[config.mk]
export PLATFORM = sky130hd
export DESIGN_NAME = lmc_mode_ctrl
export DESIGN_NICKNAME = d
export VERILOG_FILES = /design/src/common/lmc_pkg.sv /design/src/lmc_mode_ctrl.sv /design/src/lmc_burst_seq.sv /design/src/lmc_read_lat.sv
export VERILOG_INCLUDE_DIRS = /design/src /design/src/common
export SDC_FILE = /design/constraint.sdc
export NUM_CORES = 1
export LEC_CHECK = 0
export BUFFER_PORTS_ARGS = -buffer_cell sky130_fd_sc_hd__buf_2
export CORE_MARGIN = 3
export CORE_UTILIZATION = 45
export CTS_CLUSTER_SIZE = 24
export DETAILED_ROUTE_END_ITERATION = 6
export PLACE_DENSITY = 0.77
export SETUP_SLACK_MARGIN = 0.15
export SLEW_MARGIN = 10
export SYNTH_ARGS = -nofsm -noshare
export SYNTH_HDL_FRONTEND = slang
export SYNTH_SLANG_ARGS = --single-unit
[constraint.sdc]
create_clock -name mclk -period 1.8 [get_ports mclk]
set_clock_uncertainty 0.05 [all_clocks]
set_input_delay 0.45 -clock mclk [delete_from_list [all_inputs] [get_ports mclk]]
set_output_delay 0.45 -clock mclk [all_outputs]
set_load 0.03 [all_outputs]
[src/common/lmc_consts.svh]
`ifndef LMC_CONSTS_SVH
`define LMC_CONSTS_SVH
// Register byte offsets
`define LMC_PADDR_W         12
`define LMC_OFS_MODE_VIEW   12'h000
`define LMC_OFS_EXT_VIEW    12'h004
`define LMC_OFS_CTRL        12'h008
`define LMC_OFS_STATUS      12'h00C
`define LMC_CTRL_SREF_BIT   0
`define LMC_CTRL_DPD_BIT    1
`define LMC_STAT_BUSY_BIT   0
`define LMC_STAT_REJ_BIT    1
// Command word layout
`define LMC_ADDR_MAX        16
`define LMC_STD_W           7
`define LMC_STD_BL_MSB      2
`define LMC_STD_BL_LSB      0
`define LMC_STD_TYPE_BIT    3
`define LMC_STD_CL_MSB      6
`define LMC_STD_CL_LSB      4
`define LMC_EXT_W           8
`define LMC_EXT_PARTIAL_REFRESH_SELECT_MSB    2
`define LMC_EXT_PARTIAL_REFRESH_SELECT_LSB    0
`define LMC_EXT_TEMP_COMP_REFRESH_SETTING_MSB    4
`define LMC_EXT_TEMP_COMP_REFRESH_SETTING_LSB    3
`define LMC_EXT_DS_MSB      7
`define LMC_EXT_DS_LSB      5
// Field encodings
`define LMC_BL_2            3'h1
`define LMC_BL_4            3'h2
`define LMC_BL_8            3'h3
`define LMC_BL_16           3'h4
`define LMC_CL_2            3'h2
`define LMC_CL_3            3'h3
`define LMC_PARTIAL_REFRESH_SELECT_FULL       3'h0
`define LMC_PARTIAL_REFRESH_SELECT_HALF       3'h1
`define LMC_PARTIAL_REFRESH_SELECT_QUARTER    3'h2
`define LMC_PARTIAL_REFRESH_SELECT_EIGHTH     3'h5
`define LMC_PARTIAL_REFRESH_SELECT_SIXTEENTH  3'h6
`define LMC_DS_FULL         3'h0
`define LMC_DS_HALF         3'h1
`define LMC_DS_THREEQ       3'h4
`define LMC_BANKS_ALL       4'hF
`define LMC_BANKS_HALF      4'h3
`define LMC_BANKS_QUARTER   4'h1
// Reset values: burst of 4, sequential, latency 3
`define LMC_STD_RESET       7'h32
`define LMC_EXT_RESET       8'h00
`endif

[src/common/lmc_pkg.sv]
package lmc_pkg;
`include "lmc_consts.svh"

  typedef enum logic [1:0] {
    LMC_CMD_NOP   = 2'h0,
    LMC_CMD_LOAD  = 2'h1,
    LMC_CMD_READ  = 2'h2,
    LMC_CMD_WRITE = 2'h3
  } lmc_cmd_e;

  typedef struct packed {
    lmc_cmd_e                 op;
    logic                     bank_sel_bit1;
    logic                     bank_sel_bit0;
    logic [`LMC_ADDR_MAX-1:0] addr;
  } lmc_cmd_s;

  typedef struct packed {
    logic                     valid;
    logic                     is_read;
    logic                     last;
    logic [`LMC_ADDR_MAX-1:0] col;
  } lmc_beat_s;

  typedef enum logic [1:0] {
    LMC_SEQ_IDLE = 2'b01,
    LMC_SEQ_RUN  = 2'b10
  } lmc_seq_e;

  // Burst length code to log2 of the length, zero when reserved
  function automatic logic [2:0] lmc_bl_log2(input logic [2:0] code);
    case (code)
      `LMC_BL_2:  lmc_bl_log2 = 3'h1;
      `LMC_BL_4:  lmc_bl_log2 = 3'h2;
      `LMC_BL_8:  lmc_bl_log2 = 3'h3;
      `LMC_BL_16: lmc_bl_log2 = 3'h4;
      default:    lmc_bl_log2 = 3'h0;
    endcase
  endfunction

  // Latency code to cycles, zero when reserved
  function automatic logic [1:0] lmc_cl_cycles(input logic [2:0] code);
    case (code)
      `LMC_CL_2: lmc_cl_cycles = 2'h2;
      `LMC_CL_3: lmc_cl_cycles = 2'h3;
      default:   lmc_cl_cycles = 2'h0;
    endcase
  endfunction
endpackage

[src/lmc_mode_ctrl.sv]
`timescale 1ns/1ps
`include "lmc_consts.svh"
module lmc_mode_ctrl
  import lmc_pkg::*;
#(
  parameter int ADDR_W = 13,
  parameter int COL_W  = 10
) (
  input  wire logic                    mclk,
  input  wire logic                    rstn,
  input  wire logic                    psel,
  input  wire logic                    penable,
  input  wire logic                    pwrite,
  input  wire logic [`LMC_PADDR_W-1:0] paddr,
  input  wire logic [31:0]             pwdata,
  output logic      [31:0]             prdata,
  output logic                         pready,
  output logic                         pslverr,
  input  wire lmc_cmd_s                cmd,
  output lmc_beat_s                    beat,
  output logic                         rd_first_data,
  output logic      [4:0]              burst_len,
  output logic                         interleave_order,
  output logic      [1:0]              read_latency_cycles,
  output logic      [3:0]              refresh_bank_mask,
  output logic      [1:0]              refresh_row_top_zero,
  output logic      [2:0]              output_strength_select,
  output logic                         self_refresh_active
);
  initial begin
    if (ADDR_W < `LMC_EXT_W + 1 || ADDR_W > `LMC_ADDR_MAX) $error("ADDR_W out of range");
    if (COL_W > ADDR_W) $error("COL_W wider than ADDR_W");
  end

  ////////////////////////////////////////////////////////////////////////////
  // Command decode

  logic [`LMC_STD_W-1:0] std_word_reg;
  logic [`LMC_EXT_W-1:0] extended_config_word;
  logic                  sref_reg;
  logic                  dpd_pulse;
  logic                  reject_reg;
  logic                  seq_busy;
  logic                  is_load;
  logic                  std_sel;
  logic                  ext_sel;
  logic                  std_ok;
  logic                  ext_ok;
  logic                  seq_start;
  logic [2:0]            ext_partial_refresh_select;
  logic [2:0]            ext_ds;

  assign is_load  = (cmd.op == LMC_CMD_LOAD);
  assign std_sel  = is_load && !cmd.bank_sel_bit1 && !cmd.bank_sel_bit0;
  assign ext_sel  = is_load && cmd.bank_sel_bit1 && !cmd.bank_sel_bit0;
  assign ext_partial_refresh_select = cmd.addr[`LMC_EXT_PARTIAL_REFRESH_SELECT_MSB:`LMC_EXT_PARTIAL_REFRESH_SELECT_LSB];
  assign ext_ds   = cmd.addr[`LMC_EXT_DS_MSB:`LMC_EXT_DS_LSB];

  // Reserved encodings are refused so the burst logic never sees them
  assign std_ok = (cmd.addr[ADDR_W-1:`LMC_STD_W] == '0)
               && (lmc_bl_log2(cmd.addr[`LMC_STD_BL_MSB:`LMC_STD_BL_LSB]) != 3'h0)
               && (lmc_cl_cycles(cmd.addr[`LMC_STD_CL_MSB:`LMC_STD_CL_LSB]) != 2'h0);
  assign ext_ok = (cmd.addr[ADDR_W-1:`LMC_EXT_W] == '0)
               && (ext_partial_refresh_select == `LMC_PARTIAL_REFRESH_SELECT_FULL || ext_partial_refresh_select == `LMC_PARTIAL_REFRESH_SELECT_HALF
                   || ext_partial_refresh_select == `LMC_PARTIAL_REFRESH_SELECT_QUARTER || ext_partial_refresh_select == `LMC_PARTIAL_REFRESH_SELECT_EIGHTH
                   || ext_partial_refresh_select == `LMC_PARTIAL_REFRESH_SELECT_SIXTEENTH)
               && (ext_ds == `LMC_DS_FULL || ext_ds == `LMC_DS_HALF || ext_ds == `LMC_DS_THREEQ);

  assign seq_start = (cmd.op == LMC_CMD_READ) || (cmd.op == LMC_CMD_WRITE);

  ////////////////////////////////////////////////////////////////////////////
  // Configuration words

  always_ff @(posedge mclk or negedge rstn) begin
    if (!rstn) begin
      std_word_reg <= `LMC_STD_RESET;
    end else if (dpd_pulse) begin
      std_word_reg <= `LMC_STD_RESET;
    end else if (std_sel && std_ok) begin
      std_word_reg <= cmd.addr[`LMC_STD_W-1:0];
    end
  end

  always_ff @(posedge mclk or negedge rstn) begin
    if (!rstn) begin
      extended_config_word <= `LMC_EXT_RESET;
    end else if (dpd_pulse) begin
      extended_config_word <= `LMC_EXT_RESET;
    end else if (ext_sel && ext_ok) begin
      extended_config_word <= cmd.addr[`LMC_EXT_W-1:0];
    end
  end

  ////////////////////////////////////////////////////////////////////////////
  // Decoded settings, one register stage behind the words

  logic [2:0] partial_refresh_select_cur;
  logic [2:0] std_lg;
  logic [1:0] std_cl;

  assign partial_refresh_select_cur = extended_config_word[`LMC_EXT_PARTIAL_REFRESH_SELECT_MSB:`LMC_EXT_PARTIAL_REFRESH_SELECT_LSB];
  assign std_lg   = lmc_bl_log2(std_word_reg[`LMC_STD_BL_MSB:`LMC_STD_BL_LSB]);
  assign std_cl   = lmc_cl_cycles(std_word_reg[`LMC_STD_CL_MSB:`LMC_STD_CL_LSB]);

  always_ff @(posedge mclk or negedge rstn) begin
    if (!rstn) begin
      burst_len           <= 5'h04;
      interleave_order    <= 1'b0;
      read_latency_cycles <= 2'h3;
    end else begin
      burst_len           <= 5'(6'h01 << std_lg);
      interleave_order    <= std_word_reg[`LMC_STD_TYPE_BIT];
      read_latency_cycles <= std_cl;
    end
  end

  // Temperature compensation bits are stored but drive nothing
  always_ff @(posedge mclk or negedge rstn) begin
    if (!rstn) begin
      refresh_bank_mask      <= `LMC_BANKS_ALL;
      refresh_row_top_zero   <= 2'h0;
      output_strength_select <= `LMC_DS_FULL;
      self_refresh_active    <= 1'b0;
    end else begin
      output_strength_select <= extended_config_word[`LMC_EXT_DS_MSB:`LMC_EXT_DS_LSB];
      self_refresh_active    <= sref_reg;
      if (!sref_reg) begin
        refresh_bank_mask    <= `LMC_BANKS_ALL;
        refresh_row_top_zero <= 2'h0;
      end else begin
        case (partial_refresh_select_cur)
          `LMC_PARTIAL_REFRESH_SELECT_HALF: begin
            refresh_bank_mask    <= `LMC_BANKS_HALF;
            refresh_row_top_zero <= 2'h0;
          end
          `LMC_PARTIAL_REFRESH_SELECT_QUARTER: begin
            refresh_bank_mask    <= `LMC_BANKS_QUARTER;
            refresh_row_top_zero <= 2'h0;
          end
          `LMC_PARTIAL_REFRESH_SELECT_EIGHTH: begin
            refresh_bank_mask    <= `LMC_BANKS_QUARTER;
            refresh_row_top_zero <= 2'h1;
          end
          `LMC_PARTIAL_REFRESH_SELECT_SIXTEENTH: begin
            refresh_bank_mask    <= `LMC_BANKS_QUARTER;
            refresh_row_top_zero <= 2'h2;
          end
          default: begin
            refresh_bank_mask    <= `LMC_BANKS_ALL;
            refresh_row_top_zero <= 2'h0;
          end
        endcase
      end
    end
  end

  ////////////////////////////////////////////////////////////////////////////
  // Burst sequencing and read latency

  // Same length for reads and writes; a new read or write truncates the running burst
  lmc_burst_seq #(
    .COL_W (COL_W)
  ) u_seq (
    .mclk       (mclk),
    .rstn       (rstn),
    .start      (seq_start),
    .start_read (cmd.op == LMC_CMD_READ),
    .start_col  (cmd.addr[COL_W-1:0]),
    .len_log2   (std_lg),
    .interleave (std_word_reg[`LMC_STD_TYPE_BIT]),
    .beat_reg   (beat),
    .busy       (seq_busy)
  );

  lmc_read_lat #(
    .MAX_LAT (3)
  ) u_lat (
    .mclk           (mclk),
    .rstn           (rstn),
    .rd_cmd         (cmd.op == LMC_CMD_READ),
    .lat            (std_cl),
    .first_data_reg (rd_first_data)
  );

  ////////////////////////////////////////////////////////////////////////////
  // APB slave

  logic apb_access;
  logic apb_done;
  logic wr_ctrl;
  logic wr_status;

  function automatic logic apb_mapped(input logic [`LMC_PADDR_W-1:0] a);
    return (a == `LMC_OFS_MODE_VIEW) || (a == `LMC_OFS_EXT_VIEW)
        || (a == `LMC_OFS_CTRL) || (a == `LMC_OFS_STATUS);
  endfunction

  assign apb_access = psel && penable && !pready;
  assign apb_done   = psel && penable && pready;
  assign wr_ctrl    = apb_done && pwrite && (paddr == `LMC_OFS_CTRL);
  assign wr_status  = apb_done && pwrite && (paddr == `LMC_OFS_STATUS);

  always_ff @(posedge mclk or negedge rstn) begin
    if (!rstn) begin
      pready  <= 1'b0;
      pslverr <= 1'b0;
      prdata  <= 32'h0000_0000;
    end else begin
      pready  <= apb_access;
      pslverr <= apb_access && !apb_mapped(paddr);
      prdata  <= 32'h0000_0000;
      if (apb_access && !pwrite) begin
        case (paddr)
          `LMC_OFS_MODE_VIEW: prdata <= 32'(std_word_reg);
          `LMC_OFS_EXT_VIEW:  prdata <= 32'(extended_config_word);
          `LMC_OFS_CTRL:      prdata <= 32'({1'b0, sref_reg});
          `LMC_OFS_STATUS:    prdata <= 32'({reject_reg, seq_busy});
          default:            prdata <= 32'h0000_0000;
        endcase
      end
    end
  end

  // Power-down request is a one-cycle pulse; self refresh is a level
  always_ff @(posedge mclk or negedge rstn) begin
    if (!rstn) begin
      sref_reg  <= 1'b0;
      dpd_pulse <= 1'b0;
    end else begin
      dpd_pulse <= wr_ctrl && pwdata[`LMC_CTRL_DPD_BIT];
      if (wr_ctrl) begin
        sref_reg <= pwdata[`LMC_CTRL_SREF_BIT];
      end
    end
  end

  // Sticky reserved-load flag, write one to clear, a new refusal wins
  always_ff @(posedge mclk or negedge rstn) begin
    if (!rstn) begin
      reject_reg <= 1'b0;
    end else begin
      reject_reg <= ((std_sel && !std_ok) || (ext_sel && !ext_ok))
                 || (reject_reg && !(wr_status && pwdata[`LMC_STAT_REJ_BIT]));
    end
  end

  ////////////////////////////////////////////////////////////////////////////
  // Checks

  logic [3:0]              chk_k_reg;
  logic [`LMC_ADDR_MAX-1:0] chk_first_reg;
  logic                    chk_first_beat;
  logic [`LMC_ADDR_MAX-1:0] chk_mask;
  logic [4:0]              chk_len_reg;
  logic                    chk_il_reg;

  always_ff @(posedge mclk or negedge rstn) begin
    if (!rstn) begin
      chk_first_beat <= 1'b0;
      chk_len_reg    <= 5'h00;
      chk_il_reg     <= 1'b0;
    end else begin
      chk_first_beat <= seq_start;
      if (seq_start) begin
        chk_len_reg <= 5'(6'h01 << std_lg);
        chk_il_reg  <= std_word_reg[`LMC_STD_TYPE_BIT];
      end
    end
  end

  always_ff @(posedge mclk or negedge rstn) begin
    if (!rstn) begin
      chk_k_reg     <= 4'h0;
      chk_first_reg <= '0;
    end else if (beat.valid && chk_first_beat) begin
      chk_k_reg     <= 4'h1;
      chk_first_reg <= beat.col;
    end else if (beat.valid) begin
      chk_k_reg     <= chk_k_reg + 4'h1;
    end
  end

  assign chk_mask = `LMC_ADDR_MAX'(chk_len_reg) - `LMC_ADDR_MAX'(1);

  property p_len_legal;
    @(posedge mclk) disable iff (!rstn)
    burst_len == 5'h02 || burst_len == 5'h04 || burst_len == 5'h08 || burst_len == 5'h10;
  endproperty
  a_len_legal: assert property (p_len_legal) else $error("illegal burst length");

  property p_last_count;
    @(posedge mclk) disable iff (!rstn)
    (beat.valid && beat.last && !chk_first_beat) |-> (5'(chk_k_reg) == chk_len_reg - 5'h01);
  endproperty
  a_last_count: assert property (p_last_count) else $error("burst beat count wrong");

  property p_block_fixed;
    @(posedge mclk) disable iff (!rstn)
    (beat.valid && !chk_first_beat) |-> ((beat.col & ~chk_mask) == (chk_first_reg & ~chk_mask));
  endproperty
  a_block_fixed: assert property (p_block_fixed) else $error("burst left its block");

  property p_seq_order;
    @(posedge mclk) disable iff (!rstn)
    (beat.valid && !chk_first_beat && !chk_il_reg)
      |-> ((beat.col & chk_mask) == ((chk_first_reg + `LMC_ADDR_MAX'(chk_k_reg)) & chk_mask));
  endproperty
  a_seq_order: assert property (p_seq_order) else $error("sequential order wrong");

  property p_il_order;
    @(posedge mclk) disable iff (!rstn)
    (beat.valid && !chk_first_beat && chk_il_reg)
      |-> ((beat.col & chk_mask) == ((chk_first_reg ^ `LMC_ADDR_MAX'(chk_k_reg)) & chk_mask));
  endproperty
  a_il_order: assert property (p_il_order) else $error("interleaved order wrong");

  property p_lat_two;
    @(posedge mclk) disable iff (!rstn)
    (cmd.op == LMC_CMD_READ && std_cl == 2'h2) |-> ##2 rd_first_data;
  endproperty
  a_lat_two: assert property (p_lat_two) else $error("latency two missed");

  property p_std_load;
    @(posedge mclk) disable iff (!rstn)
    (std_sel && std_ok && !dpd_pulse) |=> (std_word_reg == $past(cmd.addr[`LMC_STD_W-1:0]));
  endproperty
  a_std_load: assert property (p_std_load) else $error("standard load lost");

  property p_ext_load;
    @(posedge mclk) disable iff (!rstn)
    (ext_sel && ext_ok && !dpd_pulse) |=> (extended_config_word == $past(cmd.addr[`LMC_EXT_W-1:0]));
  endproperty
  a_ext_load: assert property (p_ext_load) else $error("extended load lost");

  property p_ext_hold;
    @(posedge mclk) disable iff (!rstn)
    (!ext_sel && !dpd_pulse) |=> $stable(extended_config_word);
  endproperty
  a_ext_hold: assert property (p_ext_hold) else $error("extended word changed unasked");

  property p_reserved_refused;
    @(posedge mclk) disable iff (!rstn)
    (std_sel && !std_ok && !dpd_pulse) |=> (reject_reg && $stable(std_word_reg));
  endproperty
  a_reserved_refused: assert property (p_reserved_refused) else $error("reserved load taken");

  property p_partial_refresh_select_quarter;
    @(posedge mclk) disable iff (!rstn)
    (sref_reg && partial_refresh_select_cur == `LMC_PARTIAL_REFRESH_SELECT_QUARTER) |=> (refresh_bank_mask == `LMC_BANKS_QUARTER);
  endproperty
  a_partial_refresh_select_quarter: assert property (p_partial_refresh_select_quarter) else $error("quarter region wrong");

  property p_full_outside_sref;
    @(posedge mclk) disable iff (!rstn)
    !sref_reg |=> (refresh_bank_mask == `LMC_BANKS_ALL && refresh_row_top_zero == 2'h0);
  endproperty
  a_full_outside_sref: assert property (p_full_outside_sref) else $error("region outside refresh");

  property p_strength;
    @(posedge mclk) disable iff (!rstn)
    1'b1 |=> (output_strength_select == $past(extended_config_word[`LMC_EXT_DS_MSB:`LMC_EXT_DS_LSB]));
  endproperty
  a_strength: assert property (p_strength) else $error("drive strength not followed");
endmodule

[src/lmc_burst_seq.sv]
`timescale 1ns/1ps
module lmc_burst_seq
  import lmc_pkg::*;
#(
  parameter int COL_W = 10
) (
  input  wire logic             mclk,
  input  wire logic             rstn,
  input  wire logic             start,
  input  wire logic             start_read,
  input  wire logic [COL_W-1:0] start_col,
  input  wire logic [2:0]       len_log2,
  input  wire logic             interleave,
  output lmc_beat_s             beat_reg,
  output logic                  busy
);
  initial begin
    if (COL_W < 4 || COL_W > `LMC_ADDR_MAX) $error("COL_W out of range");
  end

  lmc_seq_e         state_reg;
  logic [COL_W-1:0] base_reg;
  logic [2:0]       lg_reg;
  logic             il_reg;
  logic             rd_reg;
  logic [3:0]       k_reg;
  logic [3:0]       k_last;

  // Wrap inside the aligned block; low bits walk by add or by xor
  function automatic logic [COL_W-1:0] burst_col(input logic [COL_W-1:0] base, input logic [3:0] k,
                                                 input logic [2:0] lg, input logic il);
    logic [COL_W-1:0] mask;
    logic [COL_W-1:0] low;
    mask = ~({COL_W{1'b1}} << lg);
    low  = il ? (base ^ COL_W'(k)) : (base + COL_W'(k));
    return (base & ~mask) | (low & mask);
  endfunction

  assign k_last = 4'((5'h01 << lg_reg) - 5'h01);
  assign busy   = (state_reg == LMC_SEQ_RUN);

  always_ff @(posedge mclk or negedge rstn) begin
    if (!rstn) begin
      state_reg <= LMC_SEQ_IDLE;
      base_reg  <= '0;
      lg_reg    <= 3'h0;
      il_reg    <= 1'b0;
      rd_reg    <= 1'b0;
      k_reg     <= 4'h0;
      beat_reg  <= '0;
    end else if (start) begin
      base_reg  <= start_col;
      lg_reg    <= len_log2;
      il_reg    <= interleave;
      rd_reg    <= start_read;
      k_reg     <= 4'h1;
      state_reg <= LMC_SEQ_RUN;
      beat_reg  <= '{valid: 1'b1, is_read: start_read, last: 1'b0, col: `LMC_ADDR_MAX'(start_col)};
    end else begin
      case (state_reg)
        LMC_SEQ_RUN: begin
          beat_reg <= '{valid: 1'b1, is_read: rd_reg, last: (k_reg == k_last),
                        col: `LMC_ADDR_MAX'(burst_col(base_reg, k_reg, lg_reg, il_reg))};
          k_reg    <= k_reg + 4'h1;
          if (k_reg == k_last) begin
            state_reg <= LMC_SEQ_IDLE;
          end
        end
        LMC_SEQ_IDLE: begin
          beat_reg <= '0;
        end
        default: begin
          state_reg <= LMC_SEQ_IDLE;
          beat_reg  <= '0;
        end
      endcase
    end
  end
endmodule

[src/lmc_read_lat.sv]
`timescale 1ns/1ps
module lmc_read_lat
  import lmc_pkg::*;
#(
  parameter int MAX_LAT = 3
) (
  input  wire logic       mclk,
  input  wire logic       rstn,
  input  wire logic       rd_cmd,
  input  wire logic [1:0] lat,
  output logic            first_data_reg
);
  initial begin
    if (MAX_LAT != 3) $error("MAX_LAT must be 3");
  end

  logic [MAX_LAT-2:0] pipe_reg;

  always_ff @(posedge mclk or negedge rstn) begin
    if (!rstn) begin
      pipe_reg       <= '0;
      first_data_reg <= 1'b0;
    end else begin
      pipe_reg       <= {pipe_reg[MAX_LAT-3:0], rd_cmd};
      first_data_reg <= (lat == 2'h3) ? pipe_reg[1] : pipe_reg[0];
    end
  end

  property p_lat_three;
    @(posedge mclk) disable iff (!rstn)
    (rd_cmd && lat == 2'h3) |-> ##3 first_data_reg;
  endproperty
  a_lat_three: assert property (p_lat_three) else $error("latency three missed");
endmodule

==> summary.json <==
{
  "run_status": {
    "status": "finished clean"
  },
  "min_path": {
    "hp-class": "primary input to asynchronous set/reset pin"
  },
  "cells_and_area": {
    "postLayoutCoreUtil": 0.565,
    "layout-area-overhead-vs-synth_pct": 21.7,
    "multi_input_area_um2": 1650,
    "fillers": 702,
    "largest_register_ffs": 13,
    "antenna_cells": 0,
    "final-seq-area_um2": 2040,
    "design.final.nets": 511,
    "final_layout_size_suffix_gt1_frac": 0.342
  },
  "power": {
    "power.net_switching_mw": 1.38,
    "power-per-cell-area_nw_per_um2": 984,
    "clock_power_share": 0.319,
    "share_seq_of_total_power": 0.445,
    "proportion_of_total_power_due_to_net_switching": 0.301,
    "combinationalPowerShare": 0.236,
    "static-leakage-power_nw": 2.27,
    "cell_internal_pwr_mw": 3.21,
    "vdd.ir_drop.worst_mv": 0.390
  },
  "placement": {
    "dp_hpwl_um": 5730,
    "detailedPlace.worstSlack_ns": -0.152,
    "gpl.final_weighted_congestion": 0.878,
    "io_buffers": 76
  },
  "clock_tree": {
    "clk_pin_slew_worst_paths_ns": 0.08,
    "cts.path.max_buffers": 2,
    "clock_tree.root_cell": "sky130_fd_sc_hd__clkbuf_8",
    "cts_made_buffers": 9,
    "cts.htree.levels": 3,
    "cts_sinks": 81,
    "cts_hold_buffers": 0,
    "clkLatencyLatePin_ns": 0.36,
    "tritoncts": "built"
  },
  "job": {
    "maxCapViolations": 0
  },
  "drt": {
    "drt_pre_antenna_iters": 4,
    "detail_route.wl_per_cell_um": 14.5,
    "final_antenna_net_count": 0,
    "drt-vias-per-instance": 5.03,
    "drt-initial-drc-count": 130,
    "routed_wl_um": 7890,
    "drc": 0,
    "vias": 2738
  },
  "timing": {
    "setup_ws_ns": 0.130,
    "slew_headroom": 0.609,
    "rsz0062_at_grt": "true",
    "worst_hold_slack_ns": 0.0584,
    "finalSetupViolCount": 0,
    "tns_ns": 0,
    "final_hold_viol_count": 0,
    "period_needed_ns": 1.67,
    "fmax_mhz": 599,
    "final-max-slew-violation-count": 0,
    "tightest_slew_ns": 0.587,
    "layout_worst_path_cycle_share": 0.928
  },
  "floorplan": {
    "io_pins": 141,
    "core_area_um2": 8260,
    "fp.dieW_um": 98.3,
    "start_util": 0.464,
    "row_count": 33,
    "design.die.area_um2": 9670,
    "die-height_um": 98.3
  },
  "global_route": {
    "pin_count_of_the_biggest_net_entering_global_routing": 82,
    "global_route_usage_sum": 0.172,
    "grt.overflow.total": 0,
    "grt_pass1_wl_um": 13200,
    "antenna_found_initial": 0,
    "first_global_vias": 2629
  },
  "synthesis": {
    "async_flop_share": 1.00,
    "ys.flop_type": "sky130_fd_sc_hd__dfrtp_1",
    "seq_area_frac_synth": 0.531,
    "synth_area_per_cell_um2": 11.2,
    "synth-edff-count": 0,
    "syn-cell-area_um2": 3830,
    "synth_cell_type_count": 55,
    "number_of_synthesized_register_bits": 81,
    "synthCells": 342,
    "synthesis.yosys.warnings": 0
  },
  "setup_path": {
    "worst_ep_required_time_ns": 1.99,
    "worst-setup-path-type": "flip-flop to flip-flop",
    "end_kind": "flip-flop",
    "reg2reg_slack_ns": 0.13,
    "setup.worst_path.start_class": "flip-flop",
    "crit_arrival_ns": 1.86,
    "peak_fanout_along_the_critical_path": 2
  }
}
==> worst paths after layout <==
path / start / end / cells past startpoint
worst max-delay path: u_seq.k_reg[0] / u_seq.beat_reg[1] / 6
worst min-delay path: rstn / u_seq.beat_reg[17] / 2
worst max register to register: u_seq.k_reg[0] / u_seq.beat_reg[1] / 6
worst min register to register: u_lat.pipe_reg[0] / u_lat.pipe_reg[1] / 0
max in group asynchronous: rstn / refresh_bank_mask[1] / 2
min in group mclk: cmd[18] / u_lat.pipe_reg[0] / 2
==> cell families (layout without fill, tap and decap cells) <==
kind of cell / Yosys count / count (layout) / share of synthesized area
simple gates: 111 / 111 / 0.167
flops: 81 / 81 / 0.531
buf+inv: 60 / 128 / 0.0930
compound gates: 39 / 39 / 0.0688
mux: 31 / 31 / 0.0868
xor+xnor: 10 / 10 / 0.0228
fa+ha+maj: 8 / 8 / 0.0281
other cells: 2 / 31 / 0.00196
==> power groups by stage <==
stage | Clock, mW | Sequential, mW | Combinational, mW
finish | 1.47 | 2.04 | 1.08
global route | 1.56 | 2.06 | 1.18
floorplan | 0 | 2.21 | 0.542
detailed placement | 0 | 2.07 | 1.01
CTS | 1.50 | 2.05 | 1.06
global placement | 0 | 2.07 | 0.967
==> worst max-delay path: stages, from the launching register on <==
cell and delay, ns:
sky130_fd_sc_hd__dfrtp_2 0.45, sky130_fd_sc_hd__ha_4 0.18, sky130_fd_sc_hd__fa_2 0.45, sky130_fd_sc_hd__mux2i_1 0.14, sky130_fd_sc_hd__nor2_1 0.05, sky130_fd_sc_hd__a21oi_1 0.14, sky130_fd_sc_hd__o21ai_1 0.09
==> per-stage QoR <==
step	cells	power (mW)	instance area [µm²]
after global placement	525	3.04	4320
after floorplan	371	2.76	3950
after global routing	544	4.81	4670
final	544	4.59	4670
after CTS	542	4.61	4630
after detailed placement	525	3.08	4320
==> metal layers <==
layer / global-route usage / wire, µm / up-vias
li1: - / - / 1283
met1: 0.234 / 3440 / 1322
met2: 0.252 / 3500 / 118
met3: 0.0436 / 749 / 15
met4: 0.0914 / 201 / 0
met5: 0 / 0 / -
==> placed cells by master (no fill, tap or decap), types with 4 or more instances in the layout <==
| master | count |
|---|---|
| sky130_fd_sc_hd__buf_2 | 75 |
| sky130_fd_sc_hd__dfrtp_1 | 70 |
| sky130_fd_sc_hd__conb_1 | 31 |
| sky130_fd_sc_hd__nor2_1 | 24 |
| sky130_fd_sc_hd__mux2i_1 | 22 |
| sky130_fd_sc_hd__nand2b_1 | 20 |
| sky130_fd_sc_hd__nand2_1 | 19 |
| sky130_fd_sc_hd__buf_4 | 19 |
| sky130_fd_sc_hd__inv_1 | 14 |
| sky130_fd_sc_hd__o21ai_0 | 13 |
| sky130_fd_sc_hd__clkbuf_8 | 10 |
| sky130_fd_sc_hd__dfstp_2 | 9 |
| sky130_fd_sc_hd__mux2_2 | 8 |
| sky130_fd_sc_hd__xnor2_1 | 6 |
| sky130_fd_sc_hd__and2_1 | 5 |
| sky130_fd_sc_hd__nand3_1 | 5 |
| sky130_fd_sc_hd__ha_1 | 5 |
| sky130_fd_sc_hd__xor2_1 | 4 |
| sky130_fd_sc_hd__nand4_1 | 4 |
| sky130_fd_sc_hd__a21oi_1 | 4 |
| sky130_fd_sc_hd__nor3b_1 | 4 |
==> what timing repair did <==
item,4_1_cts,5_1_grt
pin swaps,4,6
setup buffers,1,2
gates cloned,0,0
setup endpoints to repair,7,13
resized for setup,15,5
==> cell type report <==
type,count,area share
repair buffers,97,0.122
multi-input cells,230,0.353
clock inverters,4,0.0164
well taps,105,0.0282
flip-flops and latches,81,0.437
inverters,15,0.0121
clock buffers,12,0.0311
==> cell usage after synthesis (2+ instances only) <==
cell,number,area share
sky130_fd_sc_hd__nand4_1,4,0.0065
sky130_fd_sc_hd__mux2i_1,22,0.057
sky130_fd_sc_hd__mux2_2,8,0.023
sky130_fd_sc_hd__nand3_1,6,0.0078
sky130_fd_sc_hd__or3b_2,2,0.0046
sky130_fd_sc_hd__inv_1,14,0.014
sky130_fd_sc_hd__o31a_1,3,0.0069
sky130_fd_sc_hd__nor3b_1,4,0.0078
sky130_fd_sc_hd__and2_1,5,0.0082
sky130_fd_sc_hd__conb_1,2,0.0020
sky130_fd_sc_hd__xnor2_1,6,0.014
sky130_fd_sc_hd__a22o_1,3,0.0069
sky130_fd_sc_hd__nand2_1,19,0.019
sky130_fd_sc_hd__ha_1,7,0.023
sky130_fd_sc_hd__clkbuf_1,8,0.0078
sky130_fd_sc_hd__nand3b_1,2,0.0039
sky130_fd_sc_hd__a2111oi_2,2,0.0078
sky130_fd_sc_hd__and3b_1,2,0.0046
sky130_fd_sc_hd__dfrtp_1,72,0.47
sky130_fd_sc_hd__and3_1,3,0.0049
sky130_fd_sc_hd__a32oi_1,2,0.0046
sky130_fd_sc_hd__nor2_1,24,0.023
sky130_fd_sc_hd__nand2b_1,20,0.033
sky130_fd_sc_hd__o31ai_1,2,0.0039
sky130_fd_sc_hd__dfstp_2,9,0.062
sky130_fd_sc_hd__nor4_1,2,0.0033
sky130_fd_sc_hd__a21oi_1,5,0.0065
sky130_fd_sc_hd__nor2b_1,3,0.0049
sky130_fd_sc_hd__xor2_1,4,0.0091
sky130_fd_sc_hd__or3_1,3,0.0049
sky130_fd_sc_hd__buf_4,32,0.063
sky130_fd_sc_hd__o21ai_0,16,0.021
sky130_fd_sc_hd__nor3_1,2,0.0026
sky130_fd_sc_hd__buf_2,3,0.0039
Power figures use the tool's default switching activity.
